`config.mk`:
```
export PLATFORM = sky130hd
export DESIGN_NAME = iopim_mapper
export DESIGN_NICKNAME = d
export VERILOG_FILES = /design/src/rtl/iopim_pkg.sv /design/src/rtl/iopim_alloc.sv /design/src/rtl/iopim_mapper.sv
export VERILOG_INCLUDE_DIRS = /design/src /design/src/rtl
export SDC_FILE = /design/constraint.sdc
export NUM_CORES = 1
export LEC_CHECK = 0
export ABC_AREA = 1
export BUFFER_PORTS_ARGS = -buffer_cell sky130_fd_sc_hd__clkbuf_2
export CAP_MARGIN = 20
export CORE_ASPECT_RATIO = 0.5
export CORE_UTILIZATION = 54
export CTS_CLUSTER_SIZE = 14
export DETAILED_ROUTE_END_ITERATION = 7
export GPL_TIMING_DRIVEN = 0
export PLACE_DENSITY = 0.72
export SLEW_MARGIN = 30
export SYNTH_ARGS = -nofsm -noshare
export SYNTH_HDL_FRONTEND = slang
export SYNTH_SLANG_ARGS = --single-unit
```
`constraint.sdc`:
```
create_clock -name clk_sys -period 13.15 [get_ports clk_sys]
set_input_delay 0.6575 -clock clk_sys [delete_from_list [all_inputs] [get_ports clk_sys]]
set_output_delay 0.6575 -clock clk_sys [all_outputs]
set_load 0.05 [all_outputs]
```
`src/rtl/iopim_regs.svh`:
```
// constants of the i/o process image mapper: byte counts, limits, widths
// assumes inclusion by the package and by every mapper design file
// ----------------------------------------------------------------------
// Overview of operation
// - pack module bytes by ascending slot from zero
// - diagnostic bytes lead the input image
// - each image is at least two bytes
// - odd image length gets one padding byte
// - five or more link masters raise error
// - allocation follows module type and diagnostic setting
// - interface unit, mode zero: 0 in, 4 out
// - interface unit, mode one: 4 diagnostic in
// - digital inputs: one byte per eight inputs
// - two-channel analogue: four bytes per direction
// - link master takes 44 in, 44 out
// ----------------------------------------------------------------------
`ifndef IOPIM_REGS_SVH
`define IOPIM_REGS_SVH

`define IOPIM_TYPE_W      4
`define IOPIM_LEN_W       11
`define IOPIM_SZ_W        8
`define IOPIM_MAX_SLOTS   32
`define IOPIM_MIN_LEN     11'h002
`define IOPIM_IOL_LIMIT   6'h05
`define IOPIM_DIAG_BYTES  8'h04
`define IOPIM_SI_OUT      8'h04
`define IOPIM_ANA_BYTES   8'h04
`define IOPIM_IOL_BYTES   8'h2C
`define IOPIM_DIG8_BYTES  8'h01
`define IOPIM_DIG16_BYTES 8'h02

`endif

```
`src/rtl/iopim_pkg.sv`:
```
// types shared by the process image mapper files
// assumes the constants header sits beside it in rtl/
`include "iopim_regs.svh"

package iopim_pkg;

  // module type codes as reported by each slot
  typedef enum logic [`IOPIM_TYPE_W-1:0] {
    IOPIM_NONE  = 4'h0,
    IOPIM_SI    = 4'h1,
    IOPIM_DI8   = 4'h2,
    IOPIM_DI8OC = 4'h3,
    IOPIM_DI16  = 4'h4,
    IOPIM_DO8   = 4'h5,
    IOPIM_DO16  = 4'h6,
    IOPIM_DIO8  = 4'h7,
    IOPIM_AI2   = 4'h8,
    IOPIM_AO2   = 4'h9,
    IOPIM_AIO2  = 4'hA,
    IOPIM_IOLA  = 4'hB,
    IOPIM_IOLB  = 4'hC
  } iopim_mod_t;

  typedef enum logic [2:0] {
    IOPIM_ST_IDLE = 3'b001,
    IOPIM_ST_WALK = 3'b010,
    IOPIM_ST_DONE = 3'b100
  } iopim_state_t;

  // what a queried image byte belongs to
  typedef enum logic [1:0] {
    IOPIM_K_MOD  = 2'h0,
    IOPIM_K_DIAG = 2'h1,
    IOPIM_K_PAD  = 2'h2,
    IOPIM_K_NONE = 2'h3
  } iopim_kind_t;

endpackage

```
`src/rtl/iopim_alloc.sv`:
```
// byte allocation of one module from its type and the diagnostic setting
// assumes a combinational consumer; unknown codes allocate nothing
`timescale 1ns/1ns
`include "iopim_regs.svh"

module iopim_alloc (
  input  iopim_pkg::iopim_mod_t      modType,
  input  wire logic                  diagOn,
  output logic [`IOPIM_SZ_W-1:0]     inBytes,
  output logic [`IOPIM_SZ_W-1:0]     outBytes,
  output logic                       isIol
);
  import iopim_pkg::*;

  // ----------------------------------------------------------------
  // allocation table
  // ----------------------------------------------------------------
  always_comb begin
    inBytes  = '0;
    outBytes = '0;
    isIol    = 1'b0;
    case (modType)
      IOPIM_SI: begin
        inBytes  = diagOn ? `IOPIM_DIAG_BYTES : 8'h00;
        outBytes = `IOPIM_SI_OUT;
      end
      IOPIM_DI8, IOPIM_DI8OC: inBytes = `IOPIM_DIG8_BYTES;
      IOPIM_DI16: inBytes = `IOPIM_DIG16_BYTES;
      IOPIM_DO8: outBytes = `IOPIM_DIG8_BYTES;
      IOPIM_DO16: outBytes = `IOPIM_DIG16_BYTES;
      IOPIM_DIO8: begin
        inBytes  = `IOPIM_DIG8_BYTES;
        outBytes = `IOPIM_DIG8_BYTES;
      end
      IOPIM_AI2: inBytes = `IOPIM_ANA_BYTES;
      IOPIM_AO2: outBytes = `IOPIM_ANA_BYTES;
      IOPIM_AIO2: begin
        inBytes  = `IOPIM_ANA_BYTES;
        outBytes = `IOPIM_ANA_BYTES;
      end
      IOPIM_IOLA, IOPIM_IOLB: begin
        inBytes  = `IOPIM_IOL_BYTES;
        outBytes = `IOPIM_IOL_BYTES;
        isIol    = 1'b1;
      end
      default: begin
        inBytes  = '0;
        outBytes = '0;
        isIol    = 1'b0;
      end
    endcase
  end

endmodule

```
`src/rtl/iopim_mapper.sv`:
```
// process image mapper: walks the slots, builds offsets and image lengths,
// answers byte-ownership queries and grants image exchanges
// assumes slot types and diagnostic mode come from logic on clk_sys
`timescale 1ns/1ns
`include "iopim_regs.svh"

module iopim_mapper #(
  parameter int NSLOT = 10
) (
  input  wire logic                          clk_sys,
  input  wire logic                          srst,
  input  wire logic [NSLOT*`IOPIM_TYPE_W-1:0] slotTypes,
  input  wire logic                          diagMode,
  input  wire logic                          xchgReq,
  input  wire logic                          qReq,
  input  wire logic                          qDirOut,
  input  wire logic [`IOPIM_LEN_W-1:0]       qByte,
  output logic                               mapBusy,
  output logic                               mapValid,
  output logic                               mapDone,
  output logic                               xchgAck,
  output logic [`IOPIM_LEN_W-1:0]            inLen,
  output logic [`IOPIM_LEN_W-1:0]            outLen,
  output logic [1:0]                         inPadCnt,
  output logic [1:0]                         outPadCnt,
  output logic                               iolOverErr,
  output logic [NSLOT*`IOPIM_LEN_W-1:0]      slotInOff,
  output logic [NSLOT*`IOPIM_LEN_W-1:0]      slotOutOff,
  output logic                               qAck,
  output iopim_pkg::iopim_kind_t             qKind,
  output logic [4:0]                         qSlot,
  output logic [`IOPIM_SZ_W-1:0]             qLocal
);
  import iopim_pkg::*;

  localparam int LW = `IOPIM_LEN_W;
  localparam int TW = `IOPIM_TYPE_W;
  localparam int ZW = `IOPIM_SZ_W;
  localparam int SW = 5;

  // ----------------------------------------------------------------
  // elaboration check
  // ----------------------------------------------------------------
  // 32 slots of 44 bytes plus diagnostics still fit the 11-bit length
  generate
    if (NSLOT < 1 || NSLOT > `IOPIM_MAX_SLOTS) begin : g_bad
      $error("iopim_mapper: NSLOT out of range 1..32");
    end
  endgenerate

  // ----------------------------------------------------------------
  // state
  // ----------------------------------------------------------------
  iopim_state_t             state_r;
  logic [SW-1:0]            idx_r;
  logic [LW-1:0]            inAcc_r;
  logic [LW-1:0]            outAcc_r;
  logic [5:0]               iolCnt_r;
  logic [NSLOT*TW-1:0]      cfgTypes_r;
  logic                     cfgDiag_r;
  logic                     valid_r;
  logic [LW-1:0]            inOff_r  [NSLOT];
  logic [LW-1:0]            outOff_r [NSLOT];
  logic [ZW-1:0]            inSz_r   [NSLOT];
  logic [ZW-1:0]            outSz_r  [NSLOT];
  logic                     isSi_r   [NSLOT];

  logic                     cfgChange;
  logic                     lastSlot;
  iopim_mod_t               curType;
  logic [ZW-1:0]            curIn;
  logic [ZW-1:0]            curOut;
  logic                     curIol;
  logic [LW-1:0]            inFinal;
  logic [LW-1:0]            outFinal;

  // any difference from the snapshot invalidates the map
  assign cfgChange = (slotTypes != cfgTypes_r) || (diagMode != cfgDiag_r);
  assign lastSlot  = (idx_r == SW'(NSLOT - 1));
  assign curType   = iopim_mod_t'(cfgTypes_r[idx_r*TW +: TW]);

  iopim_alloc u_alloc (
    .modType  (curType),
    .diagOn   (cfgDiag_r),
    .inBytes  (curIn),
    .outBytes (curOut),
    .isIol    (curIol)
  );

  // ----------------------------------------------------------------
  // padding
  // ----------------------------------------------------------------
  function automatic logic [LW-1:0] padLen(input logic [LW-1:0] n);
    logic [LW-1:0] r;
    r = n;
    if (n < `IOPIM_MIN_LEN) begin
      r = `IOPIM_MIN_LEN;
    end else if (n[0]) begin
      r = n + LW'(1);
    end
    return r;
  endfunction

  assign inFinal  = padLen(inAcc_r);
  assign outFinal = padLen(outAcc_r);

  // ----------------------------------------------------------------
  // walk sequencer
  // ----------------------------------------------------------------
  // a change seen mid-walk restarts from slot zero so a stale map
  // never becomes valid
  always_ff @(posedge clk_sys) begin
    if (srst) begin
      state_r    <= IOPIM_ST_IDLE;
      idx_r      <= '0;
      cfgTypes_r <= '0;
      cfgDiag_r  <= 1'b0;
      valid_r    <= 1'b0;
    end else begin
      unique case (state_r)
        IOPIM_ST_IDLE: begin
          if (cfgChange || !valid_r) begin
            state_r    <= IOPIM_ST_WALK;
            idx_r      <= '0;
            cfgTypes_r <= slotTypes;
            cfgDiag_r  <= diagMode;
            valid_r    <= 1'b0;
          end
        end
        IOPIM_ST_WALK: begin
          if (cfgChange) begin
            idx_r      <= '0;
            cfgTypes_r <= slotTypes;
            cfgDiag_r  <= diagMode;
          end else if (lastSlot) begin
            state_r <= IOPIM_ST_DONE;
          end else begin
            idx_r <= idx_r + SW'(1);
          end
        end
        IOPIM_ST_DONE: begin
          state_r <= IOPIM_ST_IDLE;
          valid_r <= !cfgChange;
        end
      endcase
    end
  end

  // ----------------------------------------------------------------
  // accumulators
  // ----------------------------------------------------------------
  always_ff @(posedge clk_sys) begin
    if (srst) begin
      inAcc_r  <= '0;
      outAcc_r <= '0;
      iolCnt_r <= '0;
    end else if (state_r == IOPIM_ST_IDLE ||
                 (state_r == IOPIM_ST_WALK && cfgChange)) begin
      // diagnostics reserve the head of the input image
      inAcc_r  <= diagMode ? LW'(`IOPIM_DIAG_BYTES) : '0;
      outAcc_r <= '0;
      iolCnt_r <= '0;
    end else if (state_r == IOPIM_ST_WALK) begin
      if (curType != IOPIM_SI) begin
        inAcc_r <= inAcc_r + LW'(curIn);
      end
      outAcc_r <= outAcc_r + LW'(curOut);
      if (curIol && iolCnt_r != 6'h3F) begin
        iolCnt_r <= iolCnt_r + 6'h01;
      end
    end
  end

  // ----------------------------------------------------------------
  // per-slot offsets and sizes
  // ----------------------------------------------------------------
  genvar g;
  generate
    for (g = 0; g < NSLOT; g++) begin : g_slot
      always_ff @(posedge clk_sys) begin
        if (srst) begin
          inOff_r[g]  <= '0;
          outOff_r[g] <= '0;
          inSz_r[g]   <= '0;
          outSz_r[g]  <= '0;
          isSi_r[g]   <= 1'b0;
        end else if (state_r == IOPIM_ST_WALK && !cfgChange &&
                     idx_r == SW'(g)) begin
          // the interface unit's diagnostics sit at byte 0
          inOff_r[g]  <= (curType == IOPIM_SI) ? '0 : inAcc_r;
          outOff_r[g] <= outAcc_r;
          inSz_r[g]   <= curIn;
          outSz_r[g]  <= curOut;
          isSi_r[g]   <= (curType == IOPIM_SI);
        end
      end
      assign slotInOff[g*LW +: LW]  = inOff_r[g];
      assign slotOutOff[g*LW +: LW] = outOff_r[g];
    end
  endgenerate

  // ----------------------------------------------------------------
  // results
  // ----------------------------------------------------------------
  always_ff @(posedge clk_sys) begin
    if (srst) begin
      inLen      <= `IOPIM_MIN_LEN;
      outLen     <= `IOPIM_MIN_LEN;
      inPadCnt   <= 2'h2;
      outPadCnt  <= 2'h2;
      iolOverErr <= 1'b0;
      mapDone    <= 1'b0;
    end else begin
      mapDone <= 1'b0;
      if (state_r == IOPIM_ST_DONE && !cfgChange) begin
        inLen      <= inFinal;
        outLen     <= outFinal;
        inPadCnt   <= 2'(inFinal - inAcc_r);
        outPadCnt  <= 2'(outFinal - outAcc_r);
        iolOverErr <= (iolCnt_r >= `IOPIM_IOL_LIMIT);
        mapDone    <= 1'b1;
      end
    end
  end

  always_ff @(posedge clk_sys) begin
    if (srst) begin
      mapBusy  <= 1'b1;
      mapValid <= 1'b0;
    end else begin
      mapBusy  <= (state_r != IOPIM_ST_IDLE) || cfgChange || !valid_r;
      mapValid <= valid_r && !cfgChange;
    end
  end

  // ----------------------------------------------------------------
  // image exchange grant
  // ----------------------------------------------------------------
  // withheld while the map is stale, so the scanner never sees old offsets
  always_ff @(posedge clk_sys) begin
    if (srst) begin
      xchgAck <= 1'b0;
    end else begin
      xchgAck <= xchgReq && !xchgAck && valid_r && !cfgChange &&
                 state_r == IOPIM_ST_IDLE;
    end
  end

  // ----------------------------------------------------------------
  // byte ownership query
  // ----------------------------------------------------------------
  iopim_kind_t    hitKind;
  logic [SW-1:0]  hitSlot;
  logic [ZW-1:0]  hitLocal;
  logic [NSLOT-1:0] hit;

  generate
    for (g = 0; g < NSLOT; g++) begin : g_hit
      logic [LW-1:0] base;
      logic [ZW-1:0] size;
      assign base   = qDirOut ? outOff_r[g] : inOff_r[g];
      assign size   = qDirOut ? outSz_r[g] : inSz_r[g];
      assign hit[g] = (size != '0) && (qByte >= base) &&
                      (qByte < base + LW'(size));
    end
  endgenerate

  // lowest slot wins; sizes never overlap in a valid map
  always_comb begin
    logic [LW-1:0] len;
    len      = qDirOut ? outLen : inLen;
    hitKind  = IOPIM_K_NONE;
    hitSlot  = '0;
    hitLocal = '0;
    if (qByte < len) begin
      hitKind = IOPIM_K_PAD;
    end
    // diagnostic head is reserved even when no slot reports the unit
    if (!qDirOut && cfgDiag_r && qByte < LW'(`IOPIM_DIAG_BYTES)) begin
      hitKind = IOPIM_K_DIAG;
    end
    for (int i = NSLOT - 1; i >= 0; i--) begin
      if (hit[i]) begin
        hitSlot  = SW'(i);
        hitLocal = ZW'(qByte - (qDirOut ? outOff_r[i] : inOff_r[i]));
        hitKind  = (!qDirOut && isSi_r[i]) ? IOPIM_K_DIAG : IOPIM_K_MOD;
      end
    end
  end

  always_ff @(posedge clk_sys) begin
    if (srst) begin
      qAck   <= 1'b0;
      qKind  <= IOPIM_K_NONE;
      qSlot  <= '0;
      qLocal <= '0;
    end else begin
      qAck <= qReq;
      if (qReq) begin
        qKind  <= mapValid ? hitKind : IOPIM_K_NONE;
        qSlot  <= hitSlot;
        qLocal <= hitLocal;
      end
    end
  end

endmodule

```
==> flow_summary.yaml <==
drt:
  firstDrtPassIters: 6
  avgViaCountPerCell: 5.92
  wirelength_mm: 111
  wl_met1_mm: 44.9
  met2_length_mm: 45.4
  drcViolationCount: 0
  vias: 28100
  ant_nets: 0
  drt-initial-drc-count: 3609
  wl_met3_mm: 15.3
  routed.top_layer: "met4"
  post_drt_wl_per_cell_um: 23.3
final_layout:
  regArea_sq_um: 11800
  nFillCells: 4731
  nets: 4339
  fin_area_sq_um: 34300
  multiInputGateArea_sq_um: 16200
  final_common_cell: "nand2_1"
  layout-area-overhead-vs-synth_pct: 14.9
  layout-drive-gt1-share_pct: 16.1
  most-common-layout-cells: "nand2_1 (659), nor2_1 (545), clkbuf_2 (330), inv_1 (322), edfxtp_1 (310)"
placement:
  dpl.hpwl_mm: 80.3
  portBuffers: 320
  post_dp_cell_area_sq_um: 32900
  globalplace.congestion: 0.986
critical_path:
  r2r.worst_path.cells: 29
  cp.required_ns: 13.66
  endpoint_kind: "flop"
  critPathMaxStageDelay_ns: 0.56
  critPathSlowestCell: "clkbuf_2"
  crit_top_cell: "nand2_1"
  r2r_setup_slack_ns: 7.74
  critPathKind: "input port to flop"
  cp_max_fo: 10
  cp.arrival_ns: 8.47
  worstSetupStartpointType: "input port"
yosys:
  yosysSeqAreaShare_pct: 39.4
  syn_area_per_cell_sq_um: 8.32
  synth_edf_count: 310
  ys_warn_count: 0
  syn_area_sq_um: 29800
  ys_types: 67
  synth_seq_cells: 432
  synthArstFlopShare_pct: 0
  synthCells: 3587
  synth_ff_type: "edfxtp_1"
grt:
  overflow: 0
  grt_max_degree: 33
  antenna_found_initial: 2
  grtUsageTotal_pct: 38.2
  grt_pass1_wl_mm: 158
  grt_pass1_vias: 25700
cts:
  cts.htree.levels: 2
  clock_sinks: 432
  post-cts-setup-buffers: 0
  clk_pin_slew_ns: 0.06
  cts-hold-fix-buffers: 0
  cts.path.max_buffers: 3
  clock_latency_ns: 0.60
  cts-root-buf: "clkbuf_16"
  cts_tree: "done"
  cts_resized: 0
  cts_made_buffers: 43
sta:
  rsz0062_at_grt: "no"
  drv_slew: 0
  fin_crit_sh_pct: 60.5
  skew_ns: 0.0297
  relSlewSlack_pct: 23.3
  finalSetupViolCount: 0
  hold_violations: 0
  finalSetupTns_ns: 0
  timing.final.crit_period_ns: 7.96
  worst_slew_pin_slew_ns: 1.15
  max_freq_mhz: 126
pwr:
  ir_drop_uv: 95.8
  p_leak_uw: 0.0152
  p_per_area_nw_per_um2: 118
min_path:
  holdPathStages: 2
  hp-class: "input port to flop"
floorplan:
  die_w_um: 334
  die_y_um: 168
  num_rows: 60
  coreArea_sq_um: 54100
  ios: 324
  initial_core_util_pct: 55.1
  die_area_sq_um: 56200
flow_run:
  drv_cap: 0
run_status:
  status: "finished, final reports clean"
## final cells by class
type	count	area share [%]
repair buffers	337	5.79
diodes	1	0.00730
well taps	744	2.72
plain buffers	132	2.15
inverters	343	3.76
clock inverters	18	0.420
clock buffers	59	3.60
multi-input cells	2682	47.3
flip-flops and latches	432	34.3
## worst max-delay path, delay by kind of cell
family,cells,cell delay [ns]
XOR/XNOR,1,0.20
AO/OA/AOI/OAI,3,0.55
adder cells (fa/ha/maj),3,0.87
buffers and inverters,10,3.29
AND/OR/NAND/NOR,19,2.79
## worst paths after layout
kind                                 startpoint                     end
setup / recovery                        qDirOut  qLocal[5]$_SDFFE_PP0P_
setup reg to reg  outOff_r[3][13]$_SDFFCE_PN0P_  qLocal[5]$_SDFFE_PP0P_
hold reg to reg              xchgAck$_SDFF_PP0_      xchgAck$_SDFF_PP0_
hold / removal                          xchgReq      xchgAck$_SDFF_PP0_
## Yosys cell counts, drive strengths merged, types with 5 or more instances
master / count / area share [%]
or2: 59 / 1.2
xnor2: 72 / 2.1
xor2: 119 / 3.5
nor2: 551 / 7.1
a211oi: 13 / 0.34
clkbuf: 49 / 0.62
nand2: 682 / 8.7
dfxtp: 122 / 8.2
mux2i: 51 / 1.7
o21ai: 253 / 4.3
a21o: 9 / 0.23
nor3b: 22 / 0.57
edfxtp: 310 / 31
a21oi: 232 / 3.9
nand4: 57 / 1.2
or4: 5 / 0.16
nor3: 41 / 0.78
buf: 83 / 1.8
nand3: 112 / 2.1
nor4: 9 / 0.21
inv: 341 / 4.3
nand3b: 14 / 0.35
a221oi: 7 / 0.23
a31oi: 11 / 0.23
fa: 22 / 1.5
o211ai: 12 / 0.30
o31ai: 11 / 0.28
ha: 289 / 12
## flip-flops by register name, indices dropped and copies added (netlist names), 2 cells and up
name and cells:
outPadCnt 2, inSz_r 40, outAcc_r 11, idx_r 5, cfgTypes_r 40, isSi_r 10, outOff_r 110, inOff_r 110
outSz_r 40, inLen 10, state_r 3, outLen 10, iolCnt_r 6, qSlot 4, qLocal 8, qKind 2
inPadCnt 2, inAcc_r 11
## stage by stage
stage | utilization (%) | power (uW) | cells | worst slack, ns | hold slack (ns)
floorplan | - | 2410 | 3589 | 7.71 | 0.448
global placement | 59.8 | 2740 | 4653 | 4.60 | 0.405
detailed placement | 60.7 | 2770 | 4669 | 4.85 | 0.414
CTS | 63.3 | 4010 | 4746 | 5.42 | 0.306
global route | 63.3 | 4200 | 4748 | 4.93 | 0.317
finish | 63.3 | 4060 | 4748 | 5.19 | 0.325
## layer usage
metal | GRT usage [%] | up-vias
met5 | 0 | -
met4 | 15.9 | 0
met3 | 12.3 | 271
met2 | 55.0 | 1595
met1 | 52.6 | 13400
li1 | - | 12800
## where the power goes
group / internal (uW) / leakage, uW / switching [uW]
Combinational: 371 / 0.0105 / 852
Sequential: 1520 / 0.00402 / 43.3
Clock: 680 / 0.000675 / 592
Total: 2570 / 0.0152 / 1490
## kinds of logic (layout without fill, tap and decap cells)
family	count (synthesis)	count (layout)	synth area share (%)
AOI/OAI and AO/OA	567	567	10.4
xor gates and xnor gates	191	191	5.61
adders and majority gates	311	311	13.6
buffers and inverters	475	889	6.74
DFF	432	432	39.4
muxes	51	51	1.71
other	1	4	0.0126
and+or+nand+nor	1559	1559	22.5
Power figures use the tool's default switching activity.
